$ cat src/pkg/iolm_pkg.sv
package iolm_pkg;

   // ******************************************************************
   // Bus geometry
   // ******************************************************************
   localparam int ADR_W = 9;
   localparam int DAT_W = 32;
   localparam int LINES = 32;

   // ******************************************************************
   // Register byte offsets
   // ******************************************************************
   localparam logic [8:0] OFS_LINE_EN     = 9'h000;
   localparam logic [8:0] OFS_LINE_DIS    = 9'h004;
   localparam logic [8:0] OFS_OUT_EN      = 9'h010;
   localparam logic [8:0] OFS_OUT_DIS     = 9'h014;
   localparam logic [8:0] OFS_FILT_EN     = 9'h020;
   localparam logic [8:0] OFS_FILT_DIS    = 9'h024;
   localparam logic [8:0] OFS_MDRV_EN     = 9'h050;
   localparam logic [8:0] OFS_MDRV_DIS    = 9'h054;
   localparam logic [8:0] OFS_PULLUP_DIS  = 9'h060;
   localparam logic [8:0] OFS_PULLUP_EN   = 9'h064;
   localparam logic [8:0] OFS_PSEL1       = 9'h070;
   localparam logic [8:0] OFS_PSEL2       = 9'h074;
   localparam logic [8:0] OFS_PDOWN_DIS   = 9'h090;
   localparam logic [8:0] OFS_PDOWN_EN    = 9'h094;
   localparam logic [8:0] OFS_PDOWN_STAT  = 9'h098;
   localparam logic [8:0] OFS_OWR_EN      = 9'h0A0;
   localparam logic [8:0] OFS_OWR_DIS     = 9'h0A4;
   localparam logic [8:0] OFS_EXTRA_EN    = 9'h0B0;
   localparam logic [8:0] OFS_EXTRA_DIS   = 9'h0B4;
   localparam logic [8:0] OFS_EXTRA_MASK  = 9'h0B8;
   localparam logic [8:0] OFS_EDGE_SET    = 9'h0C0;
   localparam logic [8:0] OFS_LEVEL_SET   = 9'h0C4;
   localparam logic [8:0] OFS_EL_STATUS   = 9'h0C8;
   localparam logic [8:0] OFS_FALL_SET    = 9'h0D0;
   localparam logic [8:0] OFS_RISE_SET    = 9'h0D4;
   localparam logic [8:0] OFS_POL_STATUS  = 9'h0D8;
   localparam logic [8:0] OFS_LOCK_STATUS = 9'h0E0;
   localparam logic [8:0] OFS_PROT_MODE   = 9'h0E4;
   localparam logic [8:0] OFS_PROT_STATUS = 9'h0E8;
   localparam logic [8:0] OFS_PCAP_MODE   = 9'h150;

   // ******************************************************************
   // Field layout and reset values
   // ******************************************************************
   localparam int          PROT_EN_BIT  = 0;
   localparam int          KEY_LSB      = 8;
   localparam int          KEY_MSB      = 31;
   localparam logic [23:0] PROT_KEY     = 24'h50494F;
   localparam int          VFLAG_BIT    = 0;
   localparam int          VSRC_LSB     = 8;
   localparam int          VSRC_MSB     = 23;
   localparam logic [31:0] RST_LINES    = 32'h0000_0000;
   localparam logic [15:0] RST_VSRC     = 16'h0000;
   localparam logic [31:0] ZERO_WORD    = 32'h0000_0000;

   // ******************************************************************
   // Carriers
   // ******************************************************************
   typedef struct packed {
      logic [31:0] adr;
      logic [31:0] dat;
      logic [3:0]  sel;
      logic        we;
      logic        cyc;
      logic        stb;
   } iolm_wb_req_t;

   typedef struct packed {
      logic [31:0] dat;
      logic        ack;
   } iolm_wb_rsp_t;

   typedef struct packed {
      logic [31:0] mode_en;
      logic [31:0] level;
      logic [31:0] high;
   } iolm_irq_cfg_t;

   typedef struct packed {
      logic        we;
      logic [8:0]  adr;
      logic [31:0] dat;
   } iolm_ext_wr_t;

   typedef struct packed {
      iolm_wb_rsp_t  rsp;
      iolm_irq_cfg_t cfg;
      iolm_ext_wr_t  ext;
      logic          prot_en;
      logic          viol;
      logic [15:0]   vsrc;
   } iolm_state_t;

endpackage

$ cat src/design/iolm_top.sv
`timescale 1ns/1ps

// How it works
// - A one in edge_mode_set selects edge detection; zeros do nothing.
// - A one in level_mode_set selects level detection; zeros do nothing.
// - edge_level_status reads zero for edge, one for level, per line.
// - A one in fall_low_set selects falling edge or low level.
// - A one in rise_high_set selects rising edge or high level.
// - polarity_status reads zero for falling/low, one for rising/high.
// - line_lock_status reads one for each locked line, zero otherwise.
// - Protection turns on only when the written key matches.
// - Protection turns off only when the written key matches.
// - With protection on, writes to guarded port registers are blocked.
// - A wrong key in a protect_mode write leaves protect_enable alone.
// - The key field of protect_mode always reads as zero.
// - violation_flag sets on a violation and holds until status is read.
// - A blocked write records the target offset in violation_source.
// - Reading protect_status clears every field in it.
// - Without extra modes a line detects both edges, selects ignored.
module iolm_top (
   input  wire logic                    CLK_I,
   input  wire logic                    SRST_I,
   input  wire logic [iolm_pkg::ADR_W-1:2] ADR_I,
   input  wire logic [31:0]             DAT_I,
   input  wire logic [3:0]              SEL_I,
   input  wire logic                    WE_I,
   input  wire logic                    CYC_I,
   input  wire logic                    STB_I,
   output logic      [31:0]             DAT_O,
   output logic                         ACK_O,
   input  wire logic [31:0]             LINE_LOCK_I,
   output logic      [31:0]             IRQ_MODE_EN_O,
   output logic      [31:0]             IRQ_LEVEL_O,
   output logic      [31:0]             IRQ_HIGH_O,
   output logic                         EXT_WE_O,
   output logic      [8:0]              EXT_ADR_O,
   output logic      [31:0]             EXT_DAT_O
);
   import iolm_pkg::*;

   // ******************************************************************
   // Decode helpers
   // ******************************************************************
   function automatic logic is_protected(input logic [8:0] ofs);
      case (ofs)
         OFS_LINE_EN, OFS_LINE_DIS, OFS_OUT_EN, OFS_OUT_DIS,
         OFS_FILT_EN, OFS_FILT_DIS, OFS_MDRV_EN, OFS_MDRV_DIS,
         OFS_PULLUP_DIS, OFS_PULLUP_EN, OFS_PSEL1, OFS_PSEL2,
         OFS_OWR_EN, OFS_OWR_DIS, OFS_PDOWN_DIS, OFS_PDOWN_EN,
         OFS_PDOWN_STAT, OFS_PCAP_MODE:
            is_protected = 1'b1;
         default:
            is_protected = 1'b0;
      endcase
   endfunction

   function automatic logic [31:0] lane_mask(input logic [3:0] sel);
      lane_mask = {{8{sel[3]}}, {8{sel[2]}}, {8{sel[1]}}, {8{sel[0]}}};
   endfunction

   // ******************************************************************
   // State
   // ******************************************************************
   iolm_state_t  st_r;
   iolm_state_t  st_nxt;
   logic [8:0]   ofs;
   logic [31:0]  wdat;
   logic         req;
   logic         wr;
   logic         rd;
   logic         key_ok;

   assign ofs    = {ADR_I, 2'b00};
   assign wdat   = DAT_I & lane_mask(SEL_I);
   // A new access is answered once; ack is dropped in the following cycle.
   assign req    = CYC_I & STB_I & ~st_r.rsp.ack;
   assign wr     = req & WE_I;
   assign rd     = req & ~WE_I;
   // A write that leaves out byte lane 1, 2 or 3 cannot carry the whole key, so it never matches.
   assign key_ok = (wdat[KEY_MSB:KEY_LSB] == PROT_KEY);

   always_comb begin
      st_nxt          = st_r;
      st_nxt.rsp.ack  = req;
      st_nxt.rsp.dat  = ZERO_WORD;
      st_nxt.ext.we   = 1'b0;

      // ***************************************************************
      // Writes
      // ***************************************************************
      if (wr) begin
         case (ofs)
            OFS_EXTRA_EN:
               st_nxt.cfg.mode_en = st_r.cfg.mode_en | wdat;
            OFS_EXTRA_DIS:
               st_nxt.cfg.mode_en = st_r.cfg.mode_en & ~wdat;
            OFS_EDGE_SET:
               st_nxt.cfg.level = st_r.cfg.level & ~wdat;
            OFS_LEVEL_SET:
               st_nxt.cfg.level = st_r.cfg.level | wdat;
            OFS_FALL_SET:
               st_nxt.cfg.high = st_r.cfg.high & ~wdat;
            OFS_RISE_SET:
               st_nxt.cfg.high = st_r.cfg.high | wdat;
            OFS_PROT_MODE: begin
               if (key_ok) begin
                  st_nxt.prot_en = wdat[PROT_EN_BIT];
               end
            end
            default: begin
               if (is_protected(ofs) && st_r.prot_en) begin
                  // The write is dropped here and never reaches the port.
                  st_nxt.viol = 1'b1;
                  st_nxt.vsrc = {7'h00, ofs};
               end else if (is_protected(ofs)) begin
                  st_nxt.ext.we  = 1'b1;
                  st_nxt.ext.adr = ofs;
                  st_nxt.ext.dat = DAT_I;
               end
            end
         endcase
      end

      // ***************************************************************
      // Reads
      // ***************************************************************
      if (rd) begin
         case (ofs)
            OFS_EXTRA_MASK:
               st_nxt.rsp.dat = st_r.cfg.mode_en;
            OFS_EL_STATUS:
               st_nxt.rsp.dat = st_r.cfg.level;
            OFS_POL_STATUS:
               st_nxt.rsp.dat = st_r.cfg.high;
            OFS_LOCK_STATUS:
               st_nxt.rsp.dat = LINE_LOCK_I;
            OFS_PROT_MODE: begin
               st_nxt.rsp.dat = ZERO_WORD;
               st_nxt.rsp.dat[PROT_EN_BIT] = st_r.prot_en;
            end
            OFS_PROT_STATUS: begin
               st_nxt.rsp.dat[VFLAG_BIT] = st_r.viol;
               st_nxt.rsp.dat[VSRC_MSB:VSRC_LSB] = st_r.vsrc;
               st_nxt.viol = 1'b0;
               st_nxt.vsrc = RST_VSRC;
            end
            default:
               st_nxt.rsp.dat = ZERO_WORD;
         endcase
      end
   end

   always_ff @(posedge CLK_I) begin
      if (SRST_I) begin
         st_r.rsp.ack     <= 1'b0;
         st_r.rsp.dat     <= ZERO_WORD;
         st_r.cfg.mode_en <= RST_LINES;
         st_r.cfg.level   <= RST_LINES;
         st_r.cfg.high    <= RST_LINES;
         st_r.ext.we      <= 1'b0;
         st_r.ext.adr     <= 9'h000;
         st_r.ext.dat     <= ZERO_WORD;
         st_r.prot_en     <= 1'b0;
         st_r.viol        <= 1'b0;
         st_r.vsrc        <= RST_VSRC;
      end else begin
         st_r <= st_nxt;
      end
   end

   // ******************************************************************
   // Outputs
   // ******************************************************************
   // A line without extra modes shows both-edge detection downstream.
   assign DAT_O         = st_r.rsp.dat;
   assign ACK_O         = st_r.rsp.ack;
   assign IRQ_MODE_EN_O = st_r.cfg.mode_en;
   assign IRQ_LEVEL_O   = st_r.cfg.level;
   assign IRQ_HIGH_O    = st_r.cfg.high;
   assign EXT_WE_O      = st_r.ext.we;
   assign EXT_ADR_O     = st_r.ext.adr;
   assign EXT_DAT_O     = st_r.ext.dat;

endmodule

$ cat config.mk
export PLATFORM = sky130hd
export DESIGN_NAME = iolm_top
export DESIGN_NICKNAME = d
export VERILOG_FILES = /design/src/pkg/iolm_pkg.sv /design/src/design/iolm_top.sv
export SDC_FILE = /design/constraint.sdc
export NUM_CORES = 1
export LEC_CHECK = 0
export BUFFER_PORTS_ARGS = -buffer_cell sky130_fd_sc_hd__buf_2
export CORE_ASPECT_RATIO = 1.1
export CORE_MARGIN = 5
export CORE_UTILIZATION = 48
export DETAILED_ROUTE_END_ITERATION = 8
export PLACE_DENSITY = 0.77
export SLEW_MARGIN = 15
export SYNTH_ARGS = -nofsm -noshare
export SYNTH_HDL_FRONTEND = slang
export SYNTH_SLANG_ARGS = --single-unit
$ cat constraint.sdc
create_clock -name CLK_I -period 1.8 [get_ports CLK_I]
set_clock_uncertainty 0.2 [all_clocks]
set_input_delay 0 -clock CLK_I [delete_from_list [all_inputs] [get_ports CLK_I]]
set_output_delay 0 -clock CLK_I [all_outputs]
set_load 0.005 [all_outputs]
==> out/metrics.csv <==
metric,value,unit
pin count of the biggest net entering global routing,128,
status,"finished, violations left",
max-capacitance violation count,0,
Mapped Cells,1140,
CP max stage cell,dfxtp_1,
Reg area,3740,um^2
Lkg Pwr,0.00512,uW
GRT Overall Usage,0.251,
Synth cell types,52,
endpoint class of the critical path,flop,
core box area,19200,um^2
router iterations before antenna repair,5,
Fin Hold WS,-0.00831,ns
CTS Buffer Depth,2,
Post-layout nets,1385,
"slowest stage delay, CP",0.32,ns
Final Hold Vio Count,1,
"EDFF count, synth",0,
"Reg clk slew, reported paths",0.07,ns
Placed Cells,1437,
WP data required,1.89,ns
Sink Count,187,
area of the multi-input gates,4410,um^2
Routability Congestion,0.916,
yosys warns,0,
share of layout cells above drive strength 1,0.360,
IO buf count,248,
worst-margin pin slew,0.854,ns
routed len/inst,19.6,um
RSZ-0062 raised after global routing,true,
crit path cell chain,and4b_1 -> buf_6 -> nand4_1 -> buf_6 -> clkbuf_16 -> o21ai_1 -> a21oi_2,
max-slew violations,0,
Rows,53,
crit-path max FO,8,
vias in the first global route,8233,
Total Wirelength,30.7,mm
arrival time of the worst setup path,1.98,ns
Most common cell on crit path,buf_6,
Final setup viols,58,
fin crit period,1.89,ns
DRT antenna net count,0,
Slew headroom,0.429,
first-pass GRT wire length,44.5,mm
antenna cells,0,
gr ovfl total,0,
cell family with most CP delay,buffers and inverters,
CTS H-tree lvls,4,
chip width,143,um
CP Launch Type,flop,
mean post-synth cell area,8.23,um^2
fillers,1574,
synth-to-layout area growth,26.4,%
sequential share of the synthesized area,0.399,
Hold Crit Class,in2reg,
DR vias/cell,5.51,
final worst path period share,1.05,
Synth Cell Area,9380,um^2
highest clock rate,0.529,GHz
Initial Utilization,0.490,
initial antenna violation count,0,
post-synthesis async set-or-reset flop share,0,
CTS tree,yes,
Finished Layout Cells,1565,
CP Class,reg2reg,
post-synthesis register bit count,187,
Top-Level Pins,251,
CP bufs+invs,3,
chip height,157,um
setup ws final,-0.0900,ns
clk_lat worst skew,0.43,ns
CTS Buf Count,17,
Pwr per Cell Area,731,nW/um^2
vias post-DR,8625,
DRT iter0 DRCs,540,
setup tns final,-1.85,ns
hpwl dp,19.4,mm
die area,22400,um^2
DRC viols,0,
violated checks,"hold timing, setup timing",
Main synth FF type,dfxtp_1,
clk root buf,clkbuf_16,
maximum VDD drop,0.000627,V
[kinds of logic after synthesis]
group | count (synthesis) | share of synthesized area
and+or+nand+nor | 387 | 0.180
DFF | 187 | 0.399
muxes | 80 | 0.0868
other | 1 | 0.000400
buffers and inverters | 250 | 0.175
AOI/OAI and AO/OA | 235 | 0.159
[synth_stat cells, drive strengths merged (2+ instances only)]
| cell | n | area share |
|---|---|---|
| and3 | 10 | 0.0067 |
| nor4b | 3 | 0.0028 |
| nor2b | 4 | 0.0035 |
| mux2 | 11 | 0.013 |
| and2 | 3 | 0.0020 |
| and3b | 2 | 0.0019 |
| mux2i | 69 | 0.074 |
| nand3 | 11 | 0.0064 |
| or3 | 11 | 0.0073 |
| a22oi | 6 | 0.0048 |
| nor3 | 2 | 0.0016 |
| o41ai | 2 | 0.0019 |
| o21ai | 91 | 0.049 |
| a221oi | 24 | 0.029 |
| a21oi | 73 | 0.039 |
| a22o | 4 | 0.0037 |
| a222oi | 3 | 0.0032 |
| nand2 | 119 | 0.048 |
| dfxtp | 187 | 0.40 |
| nor2 | 204 | 0.082 |
| and4b | 4 | 0.0047 |
| o31ai | 2 | 0.0045 |
| nand4 | 8 | 0.0053 |
| o311ai | 2 | 0.0019 |
| a211oi | 21 | 0.017 |
| buf | 196 | 0.15 |
| clkbuf | 50 | 0.020 |
| inv | 4 | 0.0016 |
[power breakdown]
| group | internal (uW) | total, uW | leakage [uW] | switching (uW) |
|---|---|---|---|---|
| combinational | 326 | 746 | 0.00334 | 420 |
| clock | 1970 | 3780 | 0.000276 | 1820 |
| sequential | 4140 | 4150 | 0.00151 | 5.66 |
[path summary, 6_finish.rpt]
check / from / endpoint / slack (ns) / cells past startpoint
worst max-delay path: ACK_O / flop / -0.09 / 7
worst min-delay path: DAT_I[17] / st_r[17] / -0.008 / 6
worst max register to register: ACK_O / flop / -0.09 / 7
worst min register to register: EXT_ADR_O[8] / EXT_ADR_O[8] / 0.27 / 2
[layout make-up]
cell class	instances	share of cell area
Sequential cell	187	0.316
Timing Repair Buffer	391	0.236
Clock buffer	17	0.0359
Multi-Input combinational cell	704	0.372
Clock inverter	15	0.0132
Tap cell	247	0.0261
Inverter	4	0.00158
[layout by cell type, fill, tap and decap left out, drive strengths merged, types with 2 or more instances in the layout]
| master | Yosys | layout |
|---|---|---|
| nor3 | 2 | 2 |
| a21oi | 73 | 73 |
| inv | 4 | 10 |
| mux2 | 11 | 11 |
| buf | 196 | 301 |
| a211oi | 21 | 21 |
| a22o | 4 | 4 |
| nand2 | 119 | 119 |
| and4b | 4 | 4 |
| clkbuf | 50 | 20 |
| and2 | 3 | 3 |
| o21ai | 91 | 91 |
| nor2b | 4 | 4 |
| a22oi | 6 | 6 |
| dlygate4sd3 | 0 | 87 |
| clkinv | 0 | 3 |
| conb | 1 | 2 |
| nor4b | 3 | 3 |
| and3b | 2 | 2 |
| and3 | 10 | 10 |
| a222oi | 3 | 3 |
| a221oi | 24 | 24 |
| or3 | 11 | 11 |
| nand3 | 11 | 11 |
| o311ai | 2 | 2 |
| nor2 | 204 | 204 |
| nand4 | 8 | 8 |
| dfxtp | 187 | 187 |
| o31ai | 2 | 2 |
| mux2i | 69 | 69 |
| clkinvlp | 0 | 5 |
| o41ai | 2 | 2 |
[worst reg2reg max path, delay by kind of cell, from the launching register on]
| family | cells | cell delay, ns |
|---|---|---|
| buf+inv | 3 | 0.53 |
| compound gates | 2 | 0.29 |
| flops | 1 | 0.32 |
| simple gates | 2 | 0.43 |
[layer usage]
layer	vias up	GRT usage	share of wire
li1	4046	-	-
met1	4101	0.323	0.41
met2	407	0.409	0.47
met3	71	0.0648	0.087
met4	0	0.0901	0.027
met5	-	0	0
[timing repair]
action | 4_1_cts | 5_1_grt
setup buffers | 0 | 2
hold endpoints to repair | 184 | 0
setup endpoints to repair | 1 | 156
pin swaps | 0 | 24
gates resized for setup | 1 | 193
cloned | 0 | 7
hold buffers | 87 | 0
[stage by stage]
stage	hold WS (ns)	utilization	worst slack, ns	total power, uW	area (um^2)
floorplan	-0.0607	-	0.0147	4530	9390
global route	0.0179	0.619	-0.230	8970	11900
CTS	-0.0396	0.588	0.00370	8680	11300
detailed placement	0.0501	0.512	0.0203	4780	9800
finish	-0.00831	0.619	-0.0900	8680	11900
global placement	0.0404	0.512	0.0388	4780	9800
No activity file was read; power rests on OpenSTA's default activity.
